<file path="config.mk">
export PLATFORM = sky130hd
export DESIGN_NAME = high_side_switch_control
export DESIGN_NICKNAME = d
export VERILOG_FILES = /design/src/core/hs_switch_pkg.sv /design/src/core/high_side_switch_control.sv
export VERILOG_INCLUDE_DIRS = /design/src /design/src/core
export SDC_FILE = /design/constraint.sdc
export NUM_CORES = 1
export LEC_CHECK = 0
export ABC_AREA = 0
export BUFFER_PORTS_ARGS = -buffer_cell sky130_fd_sc_hd__buf_4
export CAP_MARGIN = 20
export CORE_MARGIN = 3
export CORE_UTILIZATION = 62
export CTS_CLUSTER_DIAMETER = 50
export DETAILED_ROUTE_END_ITERATION = 10
export PLACE_DENSITY_LB_ADDON = 0.2
export SLEW_MARGIN = 0
export SYNTH_ARGS = -nofsm -noshare
export SYNTH_HDL_FRONTEND = slang
export SYNTH_SLANG_ARGS = --single-unit
export TNS_END_PERCENT = 20
</file>
<file path="constraint.sdc">
create_clock -name pclk -period 3.4 [get_ports pclk]
set_input_delay 0.68 -clock pclk [delete_from_list [all_inputs] [get_ports pclk]]
set_output_delay 0.68 -clock pclk [all_outputs]
set_load 0.005 [all_outputs]
</file>
<file path="src/core/hs_switch_defines.svh">
// register map, field positions, codes and timing for the high-side switch block
`ifndef HS_SWITCH_DEFINES_SVH
`define HS_SWITCH_DEFINES_SVH

// byte addresses, one aligned 32-bit word each
`define ADDR_SRC_SELECT 8'h00
`define ADDR_SUPPLY_CFG 8'h04
`define ADDR_FAULT_STATUS 8'h08
`define ADDR_TIMER_ONE 8'h0c
`define ADDR_TIMER_TWO 8'h10
`define ADDR_PWM_BASE 8'h14
`define ADDR_WAKE_CFG 8'h24
`define ADDR_BLOCK_STATE 8'h28

// source selection codes, one 4-bit field per channel
`define SRC_OFF 4'h0
`define SRC_ON 4'h1
`define SRC_TIMER_ONE 4'h2
`define SRC_TIMER_TWO 4'h3
`define SRC_PWM_FIRST 4'h4
`define SRC_PWM_LAST 4'h7
`define SRC_SYNC 4'h8

// wake input configuration codes
`define WAKE_CFG_OFF 2'h0
`define WAKE_CFG_WAKE 2'h1
`define WAKE_CFG_SYNC 2'h2

// supply configuration fields
`define SUP_UV_DIS 0
`define SUP_UV_REC 1
`define SUP_LP_OV_DIS 2
`define SUP_OV_DIS_LSB 4
`define SUP_OV_REC_LSB 8

// fault status fields
`define FLT_OC_LSB 0
`define FLT_OL_LSB 4
`define FLT_UV 8
`define FLT_OV 9

// timer, pwm and wake fields
`define TMR_PERIOD_LSB 0
`define TMR_ON_LSB 16
`define PWM_DUTY_W 10
`define PWM_FREQ_BIT 16
`define WAKE_EDGE_BIT 8

// reset values
`define SRC_SELECT_RST 16'h0000
`define WORD16_RST 16'h0000
`define PWM_DUTY_RST 10'h000

// timing
`define CLK_MHZ 200
`define OC_FILTER_US 16
`define OC_FILTER_CYC (`OC_FILTER_US * `CLK_MHZ)
`define OL_FILTER_US 220
`define OL_FILTER_CYC (`OL_FILTER_US * `CLK_MHZ)
`define TIMER_TICK_DEFAULT 200
`define PWM_DIV_SLOW_DEFAULT 16
`define PWM_DIV_FAST_DEFAULT 4

`endif

</file>
<file path="src/core/hs_switch_pkg.sv">
// types shared by the high-side switch block and its bench
package hs_switch_pkg;

  typedef enum logic [2:0] {
    mode_normal,
    mode_stop,
    mode_sleep,
    mode_restart,
    mode_failsafe
  } mode_t;

  // analog comparator results, synchronous to pclk
  typedef struct packed {
    logic uv;
    logic ov;
    logic [3:0] oc;
    logic [3:0] ol;
  } sense_t;

  typedef struct packed {
    logic [3:0] ov_rec;
    logic [3:0] ov_dis;
    logic lp_ov_dis;
    logic uv_rec;
    logic uv_dis;
  } supply_cfg_t;

  typedef struct packed {
    logic ov;
    logic uv;
    logic [3:0] ol;
    logic [3:0] oc;
  } fault_t;

endpackage : hs_switch_pkg

</file>
<file path="src/core/high_side_switch_control.sv">
// control and protection logic for four high-side switches, apb slave
//
// Our own choices: the register offsets and register access over APB.
`timescale 1ns/1ps
`default_nettype none
`include "hs_switch_defines.svh"

module high_side_switch_control #(
  parameter int unsigned OL_FILTER_CYCLES = `OL_FILTER_CYC,
  parameter int unsigned TIMER_TICK_CYCLES = `TIMER_TICK_DEFAULT,
  parameter int unsigned PWM_DIV_SLOW = `PWM_DIV_SLOW_DEFAULT,
  parameter int unsigned PWM_DIV_FAST = `PWM_DIV_FAST_DEFAULT
) (
  input wire logic pclk,
  input wire logic presetn,
  input wire logic psel,
  input wire logic penable,
  input wire logic pwrite,
  input wire logic [7:0] paddr,
  input wire logic [31:0] pwdata,
  output var logic [31:0] prdata,
  output var logic pready,
  output var logic pslverr,
  input wire hs_switch_pkg::mode_t device_mode,
  input wire hs_switch_pkg::sense_t sense,
  input wire logic wake4_sync_pin,
  output var logic [3:0] high_side_output,
  output var logic wake4_wake_pulse
);

  localparam logic [11:0] OC_LIMIT = 12'(`OC_FILTER_CYC);
  localparam logic [15:0] OL_LIMIT = 16'(OL_FILTER_CYCLES);
  localparam logic [15:0] TICK_TOP = 16'(TIMER_TICK_CYCLES - 1);
  localparam logic [15:0] SLOW_TOP = 16'(PWM_DIV_SLOW - 1);
  localparam logic [15:0] FAST_TOP = 16'(PWM_DIV_FAST - 1);

  function automatic logic [15:0] wrap16(input logic [15:0] cnt,
                                         input logic [15:0] top);
    wrap16 = (cnt >= top) ? 16'h0000 : cnt + 16'h0001;
  endfunction : wrap16

  function automatic logic src_level(input logic [3:0] code,
                                     input logic [1:0] tmr,
                                     input logic [3:0] pwm,
                                     input logic sync);
    src_level = 1'b0;
    if (code == `SRC_ON) begin
      src_level = 1'b1;
    end else if (code == `SRC_TIMER_ONE) begin
      src_level = tmr[0];
    end else if (code == `SRC_TIMER_TWO) begin
      src_level = tmr[1];
    end else if (code >= `SRC_PWM_FIRST && code <= `SRC_PWM_LAST) begin
      src_level = pwm[code[1:0]];
    end else if (code == `SRC_SYNC) begin
      src_level = sync;
    end
  endfunction : src_level

  ////////////////////////////////////////////////////////////////////////////
  // state

  logic [15:0] src_sel_reg;
  logic [15:0] src_sel_next;
  hs_switch_pkg::supply_cfg_t supply_cfg_reg;
  hs_switch_pkg::fault_t fault_reg;
  hs_switch_pkg::fault_t fault_next;
  logic [15:0] tmr_period_reg [2];
  logic [15:0] tmr_on_reg [2];
  logic [15:0] tmr_cnt_reg [2];
  logic [9:0] pwm_duty_reg [4];
  logic [9:0] pwm_cnt_reg [4];
  logic [3:0] pwm_fast_reg;
  logic [1:0] wake_cfg_reg;
  logic wake_edge_reg;
  logic pin_d_reg;
  logic [15:0] tick_cnt_reg;
  logic [15:0] slow_cnt_reg;
  logic [15:0] fast_cnt_reg;
  logic [3:0] uv_shut_reg;
  logic [3:0] uv_shut_next;
  logic [3:0] ov_shut_reg;
  logic [3:0] ov_shut_next;
  logic [11:0] oc_cnt_reg [4];
  logic [15:0] ol_cnt_reg [4];
  logic [3:0] out_next;
  logic [31:0] rd_word;

  ////////////////////////////////////////////////////////////////////////////
  // apb decode

  wire setup = psel & ~penable;
  wire access = psel & penable & pready;
  wire hit_src = paddr == `ADDR_SRC_SELECT;
  wire hit_sup = paddr == `ADDR_SUPPLY_CFG;
  wire hit_flt = paddr == `ADDR_FAULT_STATUS;
  wire hit_t1 = paddr == `ADDR_TIMER_ONE;
  wire hit_t2 = paddr == `ADDR_TIMER_TWO;
  wire hit_wake = paddr == `ADDR_WAKE_CFG;
  wire hit_state = paddr == `ADDR_BLOCK_STATE;
  wire [3:0] hit_pwm;
  for (genvar n = 0; n < 4; n++) begin : g_pwm_hit
    assign hit_pwm[n] = paddr == (`ADDR_PWM_BASE + 8'(4 * n));
  end
  wire cfg_hit = hit_src | hit_sup | hit_t1 | hit_t2 | hit_wake | (|hit_pwm);
  wire mapped = cfg_hit | hit_flt | hit_state;
  wire mode_normal = device_mode == hs_switch_pkg::mode_normal;
  wire mode_off = device_mode == hs_switch_pkg::mode_restart ||
                  device_mode == hs_switch_pkg::mode_failsafe;
  // locked configuration answers with an error so software sees the refusal
  wire reject = pwrite & cfg_hit & ~mode_normal;
  wire setup_err = ~mapped | reject;
  wire wr_ok = access & pwrite & ~pslverr;
  wire wr_src = wr_ok & hit_src;
  wire [31:0] flt_clr = (wr_ok & hit_flt) ? pwdata : 32'h0000_0000;

  always_comb begin
    rd_word = 32'h0000_0000;
    if (hit_src) begin
      rd_word = {16'h0000, src_sel_reg};
    end else if (hit_sup) begin
      rd_word = {20'h00000, supply_cfg_reg.ov_rec, supply_cfg_reg.ov_dis,
                 1'b0, supply_cfg_reg.lp_ov_dis, supply_cfg_reg.uv_rec,
                 supply_cfg_reg.uv_dis};
    end else if (hit_flt) begin
      rd_word = {22'h000000, fault_reg};
    end else if (hit_t1) begin
      rd_word = {tmr_on_reg[0], tmr_period_reg[0]};
    end else if (hit_t2) begin
      rd_word = {tmr_on_reg[1], tmr_period_reg[1]};
    end else if (hit_wake) begin
      rd_word = {23'h000000, wake_edge_reg, 6'h00, wake_cfg_reg};
    end else if (hit_state) begin
      rd_word = {16'h0000, ov_shut_reg, uv_shut_reg, high_side_output,
                 1'b0, 3'(device_mode)};
    end else begin
      for (int n = 0; n < 4; n++) begin
        if (hit_pwm[n]) begin
          rd_word = {15'h0000, pwm_fast_reg[n], 6'h00, pwm_duty_reg[n]};
        end
      end
    end
  end

  ////////////////////////////////////////////////////////////////////////////
  // timers, pwm generators, sync

  wire tick = tick_cnt_reg == TICK_TOP;
  wire slow_tick = slow_cnt_reg == SLOW_TOP;
  wire fast_tick = fast_cnt_reg == FAST_TOP;
  wire [1:0] tmr_level;
  wire [3:0] pwm_level;
  for (genvar t = 0; t < 2; t++) begin : g_tmr
    assign tmr_level[t] = tmr_cnt_reg[t] < tmr_on_reg[t];
  end
  for (genvar n = 0; n < 4; n++) begin : g_pwm
    assign pwm_level[n] = pwm_cnt_reg[n] < pwm_duty_reg[n];
  end
  wire sync_mode = wake_cfg_reg == `WAKE_CFG_SYNC;
  wire sync_level = wake4_sync_pin & sync_mode;
  // the edge bit only matters in wake mode; sync mode never wakes
  wire wake_edge = wake_edge_reg ? (wake4_sync_pin & ~pin_d_reg)
                                 : (~wake4_sync_pin & pin_d_reg);
  wire wake_hit = (wake_cfg_reg == `WAKE_CFG_WAKE) & wake_edge;

  ////////////////////////////////////////////////////////////////////////////
  // per-channel protection and drive

  wire [3:0] oc_trip;
  wire [3:0] ol_trip;
  for (genvar i = 0; i < 4; i++) begin : g_ch
    wire [3:0] cur = src_sel_reg[4*i +: 4];
    wire [3:0] wr_code = pwdata[4*i +: 4];
    wire code_ok = (wr_code <= `SRC_PWM_LAST) |
                   ((wr_code == `SRC_SYNC) & sync_mode);
    wire ch_on = cur != `SRC_OFF;
    wire uv_hit = sense.uv & ~supply_cfg_reg.uv_dis & ch_on;
    wire ov_keep = mode_normal ? supply_cfg_reg.ov_dis[i]
                               : supply_cfg_reg.lp_ov_dis;
    wire ov_hit = sense.ov & ~ov_keep & ch_on;
    wire uv_rel = uv_shut_reg[i] & ~sense.uv;
    wire ov_rel = ov_shut_reg[i] & ~sense.ov;
    wire hw_clear = oc_trip[i] | mode_off |
                    (uv_rel & ~supply_cfg_reg.uv_rec) |
                    (ov_rel & ~supply_cfg_reg.ov_rec[i]);
    assign oc_trip[i] = oc_cnt_reg[i] == OC_LIMIT;
    assign ol_trip[i] = ol_cnt_reg[i] == OL_LIMIT;
    // a hardware clear beats a software write in the same cycle
    assign src_sel_next[4*i +: 4] = hw_clear ? `SRC_OFF :
                                    (wr_src & code_ok) ? wr_code : cur;
    assign uv_shut_next[i] = ~mode_off &
                             (uv_hit | (uv_shut_reg[i] & sense.uv));
    assign ov_shut_next[i] = ~mode_off &
                             (ov_hit | (ov_shut_reg[i] & sense.ov));
    assign out_next[i] = src_level(cur, tmr_level, pwm_level, sync_level) &
                         ~uv_hit & ~ov_hit & ~uv_shut_reg[i] &
                         ~ov_shut_reg[i] & ~oc_trip[i] &
                         ~mode_off;
  end

  // sticky flags, a new event wins over a clear in the same cycle
  assign fault_next.oc = (fault_reg.oc & ~flt_clr[`FLT_OC_LSB +: 4]) |
                         oc_trip;
  assign fault_next.ol = (fault_reg.ol & ~flt_clr[`FLT_OL_LSB +: 4]) |
                         ol_trip;
  assign fault_next.uv = (fault_reg.uv & ~flt_clr[`FLT_UV]) | sense.uv;
  assign fault_next.ov = (fault_reg.ov & ~flt_clr[`FLT_OV]) | sense.ov;

  ////////////////////////////////////////////////////////////////////////////
  // apb response

  always_ff @(posedge pclk or negedge presetn) begin
    if (!presetn) begin
      pready <= 1'b0;
      pslverr <= 1'b0;
      prdata <= 32'h0000_0000;
    end else begin
      pready <= setup;
      // error only stands beside ready, never left over from a refusal
      pslverr <= setup & setup_err;
      if (setup) begin
        prdata <= (pwrite | ~mapped) ? 32'h0000_0000 : rd_word;
      end
    end
  end

  ////////////////////////////////////////////////////////////////////////////
  // configuration registers

  always_ff @(posedge pclk or negedge presetn) begin
    if (!presetn) begin
      src_sel_reg <= `SRC_SELECT_RST;
      supply_cfg_reg <= '0;
      fault_reg <= '0;
      wake_cfg_reg <= `WAKE_CFG_OFF;
      wake_edge_reg <= 1'b0;
    end else begin
      src_sel_reg <= src_sel_next;
      fault_reg <= fault_next;
      if (wr_ok & hit_sup) begin
        supply_cfg_reg.uv_dis <= pwdata[`SUP_UV_DIS];
        supply_cfg_reg.uv_rec <= pwdata[`SUP_UV_REC];
        supply_cfg_reg.lp_ov_dis <= pwdata[`SUP_LP_OV_DIS];
        supply_cfg_reg.ov_dis <= pwdata[`SUP_OV_DIS_LSB +: 4];
        supply_cfg_reg.ov_rec <= pwdata[`SUP_OV_REC_LSB +: 4];
      end
      if (wr_ok & hit_wake) begin
        wake_cfg_reg <= pwdata[1:0];
        wake_edge_reg <= pwdata[`WAKE_EDGE_BIT];
      end
    end
  end

  always_ff @(posedge pclk or negedge presetn) begin
    if (!presetn) begin
      for (int t = 0; t < 2; t++) begin
        tmr_period_reg[t] <= `WORD16_RST;
        tmr_on_reg[t] <= `WORD16_RST;
      end
      for (int n = 0; n < 4; n++) begin
        pwm_duty_reg[n] <= `PWM_DUTY_RST;
      end
      pwm_fast_reg <= 4'h0;
    end else begin
      if (wr_ok & hit_t1) begin
        tmr_period_reg[0] <= pwdata[`TMR_PERIOD_LSB +: 16];
        tmr_on_reg[0] <= pwdata[`TMR_ON_LSB +: 16];
      end
      if (wr_ok & hit_t2) begin
        tmr_period_reg[1] <= pwdata[`TMR_PERIOD_LSB +: 16];
        tmr_on_reg[1] <= pwdata[`TMR_ON_LSB +: 16];
      end
      for (int n = 0; n < 4; n++) begin
        if (wr_ok & hit_pwm[n]) begin
          pwm_duty_reg[n] <= pwdata[`PWM_DUTY_W-1:0];
          pwm_fast_reg[n] <= pwdata[`PWM_FREQ_BIT];
        end
      end
    end
  end

  ////////////////////////////////////////////////////////////////////////////
  // counters

  always_ff @(posedge pclk or negedge presetn) begin
    if (!presetn) begin
      tick_cnt_reg <= `WORD16_RST;
      slow_cnt_reg <= `WORD16_RST;
      fast_cnt_reg <= `WORD16_RST;
      for (int t = 0; t < 2; t++) begin
        tmr_cnt_reg[t] <= `WORD16_RST;
      end
      for (int n = 0; n < 4; n++) begin
        pwm_cnt_reg[n] <= `PWM_DUTY_RST;
      end
    end else begin
      tick_cnt_reg <= wrap16(tick_cnt_reg, TICK_TOP);
      slow_cnt_reg <= wrap16(slow_cnt_reg, SLOW_TOP);
      fast_cnt_reg <= wrap16(fast_cnt_reg, FAST_TOP);
      for (int t = 0; t < 2; t++) begin
        if (tick) begin
          tmr_cnt_reg[t] <= wrap16(tmr_cnt_reg[t],
                                   tmr_period_reg[t] - 16'h0001);
        end
      end
      for (int n = 0; n < 4; n++) begin
        if (pwm_fast_reg[n] ? fast_tick : slow_tick) begin
          pwm_cnt_reg[n] <= pwm_cnt_reg[n] + 10'h001;
        end
      end
    end
  end

  // filters restart whenever the output goes off, so a pwm channel with
  // short on phases never reaches the open-load time
  always_ff @(posedge pclk or negedge presetn) begin
    if (!presetn) begin
      for (int i = 0; i < 4; i++) begin
        oc_cnt_reg[i] <= 12'h000;
        ol_cnt_reg[i] <= `WORD16_RST;
      end
    end else begin
      for (int i = 0; i < 4; i++) begin
        if (sense.oc[i] & high_side_output[i] & ~oc_trip[i]) begin
          oc_cnt_reg[i] <= oc_cnt_reg[i] + 12'h001;
        end else begin
          oc_cnt_reg[i] <= 12'h000;
        end
        if (sense.ol[i] & high_side_output[i]) begin
          if (!ol_trip[i]) begin
            ol_cnt_reg[i] <= ol_cnt_reg[i] + 16'h0001;
          end
        end else begin
          ol_cnt_reg[i] <= `WORD16_RST;
        end
      end
    end
  end

  ////////////////////////////////////////////////////////////////////////////
  // outputs and shutdown state

  always_ff @(posedge pclk or negedge presetn) begin
    if (!presetn) begin
      uv_shut_reg <= 4'h0;
      ov_shut_reg <= 4'h0;
      high_side_output <= 4'h0;
      pin_d_reg <= 1'b0;
      wake4_wake_pulse <= 1'b0;
    end else begin
      uv_shut_reg <= uv_shut_next;
      ov_shut_reg <= ov_shut_next;
      high_side_output <= out_next;
      pin_d_reg <= wake4_sync_pin;
      wake4_wake_pulse <= wake_hit;
    end
  end

endmodule : high_side_switch_control

`default_nettype wire

</file>
==> out/metrics.yaml, run 1 <==
synthCells: 2326
rsz0062_at_grt: "true"
initial_core_util_pct: 63.38
timing.hold.ws_ps: 83.35
startpoint_type: "flop"
hold_viol: 0
fp.dieH_um: 197.4
grt_use_met3_pct: 6.055
crit_type: "reg -> reg"
dpl.hpwl_um: 42080
synthSimpleGateAreaFrac_pct: 18.75
ir_worst_vdd_mv: 0.3608
final_common_cell: "dfrtp_1"
synth_area_per_cell_um2: 9.763
clock.fmax_mhz: 309.7
synthAdderAreaFrac_pct: 6.887
grt_max_degree: 72
max_stage_delay_ps: 400
clock_sinks: 428
nets: 2656
critPathCaptureType: "flop"
num_rows: 69
dieWidth_um: 197.4
crit_start: "tmr_period_reg[16]$_DFFE_PN0P_"
use_met2_pct: 49.85
critPathSlowestCell: "dfrtp_1"
first_pass_iters: 8
synth-warning-count: 0
area_growth_pct: 14.01
vias: 18270
p_total_mw: 10.75
ys_types: 83
finalSetupViolations: 0
postRouteAntennaNets: 0
powerDensity_nw_per_um2: 415.3
worstRegToRegCells: 15
cts-buffers-inserted: 49
fin_skew_ps: 16.76
root_buffer: "clkbuf_16"
io_pins: 98
grt_pass1_vias: 18320
synth_edf_count: 0
yosys.area.top_type: "dfrtp_1"
cts.clk_slew.worst_paths_ps: 60
drv_slew: 0
worst_skew_pair.late_latency_ps: 590
coreArea_um2: 35830
min_path_type: "in -> async"
r2r_start: "tmr_period_reg[16]$_DFFE_PN0P_"
cts_tree: "yes"
synthFlopType: "dfrtp_1"
largest_reg_flops: 64
worst_slew_pin_slew_ps: 905.3
path_cells: "inv_1, ha_1, nand2_1, nor3_2, nand2_1, buf_4, xor2_1, ha_1, a21o_1, a221oi_2, o21a_1, o211ai_1, buf_4, or3_1, o21ai_0"
syn_area_um2: 22710
port_buffers: 97
synth_mux_area_share_pct: 5.896
synth_top_family_by_area: "simple AND/OR/NAND/NOR gates"
grt_usage_pct: 31.01
cp_data_required_time_ps: 3900
avgRoutedWirePerCell_um: 20.08
dieArea_um2: 38960
synthTopCellsByArea: "dfrtp_1, ha_1, nor2_1"
route.detailed.vias_per_inst: 6.153
synth-xor-area-share_pct: 6.474
drt-initial-drc-count: 1856
overflow: 0
drc: 0
timing.final.crit_share_pct: 94.97
synth-compound-area-share_pct: 11.19
busiest_layer: "met2"
arrival_ps: 3720
ys_seq_area_share_pct: 47.17
ys_ff_latch: 428
async_flop_share_pct: 100.0
cts_max_level: 2
path_max_fanout: 11
min_period_ps: 3229
mostFrequentLayoutCells: "dfrtp_1, nor2_1, nand2_1"
grt.met1_usage_pct: 40.63
grt_pass1_wl_um: 95880
num_antenna_cells: 0
antenna_found_initial: 0
status: "completed"
place_congestion: 1.014
clockBufferDepth: 3
routed_wl_um: 59620
cap_violations: 0
leakage_nw: 12.20
synth_top_area_share_pct: 47.17
relSlewSlack_pct: 39.13
layout-drive-gt1-share_pct: 14.35
logic make-up after synthesis:
group | count (synthesis)
multiplexers | 119
other | 1
flip-flops | 428
buffers and inverters | 204
AO/OA/AOI/OAI | 408
AND/OR/NAND/NOR | 874
XOR/XNOR | 167
adder cells (fa/ha/maj) | 125
stage by stage:
step | instances | util (%) | instance area (um^2) | worst slack [ps] | TNS (ps)
floorplan | 2359 | - | 22830 | 352.6 | 0
global placement | 2875 | 67.45 | 24170 | 139.8 | 0
finish | 2969 | 72.26 | 25890 | 171.2 | 0
detailed placement | 2875 | 67.45 | 24170 | -51.96 | -126.4
CTS | 2963 | 71.91 | 25760 | 8.416 | 0
global route | 2969 | 72.26 | 25890 | -27.57 | -73.89
Yosys cell counts (all sizes together), types with 30 or more instances:
cell    instances
ha            125
nand4          42
nor3           37
nor2          257
xnor2          74
xor2           93
mux2i          31
nand3         102
a21oi          87
dfrtp         428
mux2           88
and3           42
inv           121
or3            30
o21ai         156
nand2         243
clkbuf         55
repair_timing:
item | 4_1_cts | 5_1_grt
hold buffers | 0 | 0
gates cloned | 0 | 0
pin swaps | 1 | 7
endpoints found under the setup margin | 8 | 31
setup buffers | 1 | 6
resized for setup | 0 | 25
per-layer routing:
metal | routed length [um] | share of wire, %
met1 | 24080 | 40
met2 | 27500 | 46
met3 | 4783 | 8.0
met4 | 3260 | 5.5
met5 | 0 | 0
where the power goes:
group | internal, mW | switching (mW)
registers | 5.12 | 0.0141
clock network | 3.02 | 2.16
logic | 0.125 | 0.305
total | 8.27 | 2.48
worst paths after layout:
kind                       slack [ps]                           end
max in group asynchronous        2480  pwm_duty_reg[25]$_DFFE_PN0P_
hold / removal                     80        prdata[25]$_DFFE_PN0P_
min in group pclk                 230           pin_d_reg$_DFF_PN0_
hold reg to reg                   440     fast_cnt_reg[0]$_DFF_PN0_
setup reg to reg                  170   tmr_cnt_reg[19]$_DFFE_PN0P_
setup / recovery                  170   tmr_cnt_reg[19]$_DFFE_PN0P_
area by class of cell:
type,instances,area [um^2]
clock buffer,68,1429
clock inverter,19,161.4
fill,2590,9938
inverter,122,457.9
multi-input combinational,1727,11390
sequential,428,10710
tap,461,576.8
timing repair buffer,144,1164
worst max-delay path: cells and delay by family, from the launching register on:
| family | cells | cell delay (ps) |
|---|---|---|
| AOI/OAI and AO/OA | 5 | 840 |
| xor gates and xnor gates | 1 | 130 |
| adders and majority gates | 2 | 500 |
| buffers and inverters | 3 | 500 |
| DFF | 1 | 400 |
| and+or+nand+nor | 4 | 770 |
Power figures use the tool's default switching activity.
==> run 2, diff against run 1 <==
--- a/config.mk
+++ b/config.mk
@@ -10,7 +10,7 @@
 export BUFFER_PORTS_ARGS = -buffer_cell sky130_fd_sc_hd__buf_4
 export CAP_MARGIN = 20
 export CORE_MARGIN = 3
-export CORE_UTILIZATION = 62
+export CORE_UTILIZATION = 47
 export CTS_CLUSTER_DIAMETER = 50
 export DETAILED_ROUTE_END_ITERATION = 10
 export PLACE_DENSITY_LB_ADDON = 0.2
==> out/metrics.yaml, run 2 (synthesis results as in run 1) <==
n_fill_cell: 4103
fin_cells: 3120
coreArea_um2: 47150
layout-drive-gt1-share_pct: 14.26
grt_pass1_wl_um: 96020
routed_wl_um: 59800
place_congestion: 0.9129
leakage_nw: 12.28
cts_tree: "yes"
powerDensity_nw_per_um2: 432.0
first_pass_iters: 5
fp.dieH_um: 225.8
design_area_um2: 26250
drc: 0
timing.final.crit_share_pct: 94.69
area_growth_pct: 15.61
min_path_type: "in -> async"
dp_cells: 3024
r2r_slack_ps: 180
dpl.hpwl_um: 43290
drt-initial-drc-count: 1411
wl_met2_um: 27460
path_max_fanout: 10
cp_data_required_time_ps: 3900
dieWidth_um: 225.8
dieArea_um2: 50990
seq_area_um2: 10710
power.share.clock_pct: 51.0
rsz0062_at_grt: "true"
cts.clk_slew.worst_paths_ps: 60
p_total_mw: 11.34
cts-buffers-inserted: 51
timing.hold.ws_ps: 38.11
finalSetupViolations: 0
multiInputGateArea_um2: 11390
crit_type: "reg -> reg"
grt_usage_pct: 23.71
relSlewSlack_pct: 27.87
ir_worst_vdd_mv: 0.4243
largest_reg_flops: 64
arrival_ps: 3720
cts_max_level: 2
startpoint_type: "flop"
mostFrequentLayoutCells: "dfrtp_1, nor2_1, nand2_1"
clock.fmax_mhz: 310.6
port_buffers: 97
io_pins: 98
route.detailed.vias_per_inst: 5.701
placed_area_um2: 24350
postLayoutCoreUtil_pct: 55.68
nets: 2657
wl_met1_um: 26260
antenna_found_initial: 4
vias: 17790
initial_core_util_pct: 48.16
wl_met3_um: 3885
worst_slew_pin_slew_ps: 1073
drv_slew: 0
postRouteAntennaNets: 0
grt_pass1_vias: 17610
highest_layer: "met5"
status: "completed"
num_rows: 79
internal_power_mw: 8.866
hold_viol: 0
clockBufferDepth: 3
overflow: 0
fin_skew_ps: 15.63
worst_skew_pair.late_latency_ps: 590
final_common_cell: "dfrtp_1"
avgRoutedWirePerCell_um: 19.17
seqPwrFrac_pct: 45.3
grt_max_degree: 90
p_sw_mw: 2.476
min_period_ps: 3220
cap_violations: 0
combPwrFrac_pct: 3.7
switching_share_pct: 21.83
clock_sinks: 428
root_buffer: "clkbuf_16"
critPathCaptureType: "flop"
-- run 2: power by group through the flow --
stage	registers [mW]	clock network [mW]	logic [mW]
floorplan	5.23	0	0.146
global placement	5.23	0	0.416
detailed placement	5.23	0	0.423
CTS	5.14	5.92	0.424
global route	5.14	6.11	0.465
finish	5.14	5.78	0.424
-- run 2: area by class of cell --
| type | instances | share of cell area [%] |
|---|---|---|
| inverter | 122 | 1.744 |
| multi-input combinational | 1727 | 43.38 |
| antenna | 2 | 0.01906 |
| tap | 607 | 2.893 |
| timing repair buffer | 143 | 4.308 |
| clock inverter | 21 | 1.273 |
| sequential | 428 | 40.80 |
| clock buffer | 70 | 5.591 |
-- run 2: metal layers --
| layer | global-route usage, % | vias to the layer above |
|---|---|---|
| li1 | - | 8397 |
| met1 | 32.15 | 8736 |
| met2 | 38.08 | 524 |
| met3 | 4.732 | 128 |
| met4 | 8.385 | 2 |
| met5 | 0 | - |
-- run 2: final timing paths --
check	from	end	cells past startpoint
worst max-delay path	tmr_period_reg[16]$_DFFE_PN0P_	tmr_cnt_reg[31]$_DFFE_PN0P_	15
worst min-delay path	presetn	prdata[25]$_DFFE_PN0P_	1
worst max register to register	tmr_period_reg[16]$_DFFE_PN0P_	tmr_cnt_reg[31]$_DFFE_PN0P_	15
max in group asynchronous	presetn	ol_cnt_reg[6]$_DFFE_PN0P_	2
min in group pclk	wake4_sync_pin	pin_d_reg$_DFF_PN0_	1
worst min register to register	fast_cnt_reg[0]$_DFF_PN0_	fast_cnt_reg[0]$_DFF_PN0_	1
-- run 2: through the flow --
stage / worst slack, ps / TNS, ps
global route: -27.69 / -46.46
detailed placement: -104.0 / -564.9
global placement: 32.48 / 0
CTS: 6.263 / 0
finish: 180.4 / 0
floorplan: 352.6 / 0
-- run 2: what timing repair did --
action                     4_1_cts  5_1_grt
setup buffers                    0        3
cloned                           0        0
setup endpoints to repair        9       31
hold buffers                     0        0
pin swaps                        1        6
resized for setup                1       18
-- run 2: critical path, cell delays in order (launching register included) --
cell and delay, ps:
dfrtp_1 400, inv_1 130, ha_1 200, nand2_1 120
nor3_4 180, nand2_1 150, nor3_2 160, xnor2_1 90
ha_1 220, or3_1 340, a221oi_2 200, o21a_1 190
o211ai_1 120, buf_4 220, or3_1 330, o21ai_0 80
==> run 3, diff against run 2 <==
--- a/config.mk
+++ b/config.mk
@@ -7,12 +7,13 @@
 export NUM_CORES = 1
 export LEC_CHECK = 0
 export ABC_AREA = 0
-export BUFFER_PORTS_ARGS = -buffer_cell sky130_fd_sc_hd__buf_4
 export CAP_MARGIN = 20
 export CORE_MARGIN = 3
 export CORE_UTILIZATION = 47
 export CTS_CLUSTER_DIAMETER = 50
 export DETAILED_ROUTE_END_ITERATION = 10
+export DONT_BUFFER_PORTS = 1
+export MAX_ROUTING_LAYER = met4
 export PLACE_DENSITY_LB_ADDON = 0.2
 export SLEW_MARGIN = 0
 export SYNTH_ARGS = -nofsm -noshare
==> constraint.sdc (replaced) <==
create_clock -name pclk -period 3 [get_ports pclk]
set_input_delay 0.6 -clock pclk [delete_from_list [all_inputs] [get_ports pclk]]
set_output_delay 0.6 -clock pclk [all_outputs]
set_load 0.005 [all_outputs]
==> out/metrics.yaml, run 3 (synthesis results as in run 1) <==
cts_max_level: 2
rsz0062_at_grt: "true"
first_pass_iters: 6
cts-buffers-inserted: 52
startpoint_type: "flop"
grt_usage_pct: 24.46
clockBufferDepth: 3
num_rows: 79
min_period_ps: 3119
drv_slew: 0
internal_power_mw: 10.04
hold_viol: 428
clock.fmax_mhz: 320.7
switching_share_pct: 21.04
seqPwrFrac_pct: 45.8
final_common_cell: "dfrtp_1"
ir_worst_vdd_mv: 0.3753
initial_core_util_pct: 48.16
coreArea_um2: 47150
postRouteAntennaNets: 0
overflow: 0
routed_wl_um: 59690
crit_type: "reg -> reg"
grt_max_degree: 429
setup_slack_ps: -118.5
powerDensity_nw_per_um2: 491.9
place_congestion: 0.9496
fin_skew_ps: 25.46
drc: 0
clock_sinks: 428
cts_tree: "yes"
arrival_ps: 3620
avgRoutedWirePerCell_um: 19.54
dieWidth_um: 225.8
largest_reg_flops: 64
grt_pass1_wl_um: 95250
dp_slack_ps: -229.9
antenna_found_initial: 2
p_total_mw: 12.72
area_growth_pct: 13.87
relSlewSlack_pct: 18.20
combPwrFrac_pct: 1.5
dpl.hpwl_um: 42080
timing.final.crit_share_pct: 104.0
mostFrequentLayoutCells: "dfrtp_1, nor2_1, nand2_1"
violations: "hold timing, setup timing"
io_pins: 98
finalSetupViolations: 13
vias: 17510
n_fill_cell: 4213
grt_pass1_vias: 17650
fp.dieH_um: 225.8
cap_violations: 0
timing.hold.ws_ps: -299.2
critPathCaptureType: "flop"
drt-initial-drc-count: 1533
p_sw_mw: 2.676
leakage_nw: 11.97
dieArea_um2: 50990
port_buffers: 0
cp_data_required_time_ps: 3500
status: "finished, violations left"
path_max_fanout: 7
cts.clk_slew.worst_paths_ps: 60
min_path_type: "in -> async"
worst_slew_pin_slew_ps: 1227
layout-drive-gt1-share_pct: 13.04
power.share.clock_pct: 52.7
postLayoutCoreUtil_pct: 54.84
root_buffer: "clkbuf_16"
route.detailed.vias_per_inst: 5.733
worst_skew_pair.late_latency_ps: 600
nets: 2588
-- run 3: changes by cell type in the layout (fill, tap and decap cells not counted), sizes merged --
| cell | change |
|---|---|
| buf | -70 |
| clkbuf | -3 |
| clkinv | +6 |
| diode | -1 |
| inv | +2 |
-- run 3: worst paths after layout --
path	end	startpoint	slack [ps]	cells past startpoint
worst max-delay path	tmr_cnt_reg[25]$_DFFE_PN0P_	tmr_period_reg[19]$_DFFE_PN0P_	-120	14
worst max register to register	tmr_cnt_reg[25]$_DFFE_PN0P_	tmr_period_reg[19]$_DFFE_PN0P_	-120	14
max in group asynchronous	pwm_cnt_reg[13]$_DFFE_PN0P_	presetn	2290	0
worst min-delay path	prdata[26]$_DFFE_PN0P_	presetn	-300	0
min in group pclk	pin_d_reg$_DFF_PN0_	wake4_sync_pin	50	0
worst min register to register	fast_cnt_reg[0]$_DFF_PN0_	fast_cnt_reg[0]$_DFF_PN0_	440	1
-- run 3: final cells by class --
type	instances	area (um^2)	area share, %
inverter	122	457.9	1.771
clock inverter	29	387.9	1.500
sequential	428	10710	41.42
antenna	1	2.502	0.009678
tap	607	759.5	2.937
timing repair buffer	73	568.0	2.197
clock buffer	67	1469	5.681
multi-input combinational	1727	11500	44.48
-- run 3: power by group through the flow --
| stage | sequential [mW] | combinational, mW | clock [mW] |
|---|---|---|---|
| global route | 5.82 | 0.207 | 7.11 |
| CTS | 5.82 | 0.184 | 6.86 |
| finish | 5.82 | 0.189 | 6.71 |
| global placement | 5.93 | 0.177 | 0 |
| detailed placement | 5.93 | 0.181 | 0 |
| floorplan | 5.92 | 0.165 | 0 |
-- run 3: stage by stage --
stage,TNS [ps],std cells,area [um^2]
floorplan,0,2359,22840
global placement,-2048,2951,23760
detailed placement,-3558,2951,23760
CTS,-213.9,3051,25790
global route,-5614,3054,25860
finish,-741.8,3054,25860
-- run 3: routing by layer --
layer  GRT usage [%]  part of all wire (%)
met4           10.25                   4.5
met3           6.330                   8.1
met2           38.32                    46
met1           30.21                    42
met5               -                     0
-- run 3: worst max-delay path, cell delays in order (launching register included) --
cell and delay, ps:
dfrtp_1 400, nor2_2 150, nand3_2 90, or3_4 340, nand2b_4 190, nor2_4 100
xnor2_1 70, ha_2 190, or3_4 360, a221oi_2 190, o21a_1 180, o211ai_1 240
buf_4 260, buf_6 110, o31ai_2 150
-- run 3: timing repair --
action / 4_1_cts / 5_1_grt
endpoints found under the setup margin: 30 / 32
pin swaps: 14 / 10
setup buffers: 4 / 2
hold endpoints to repair: 428 / 428
gates resized for setup: 34 / 15
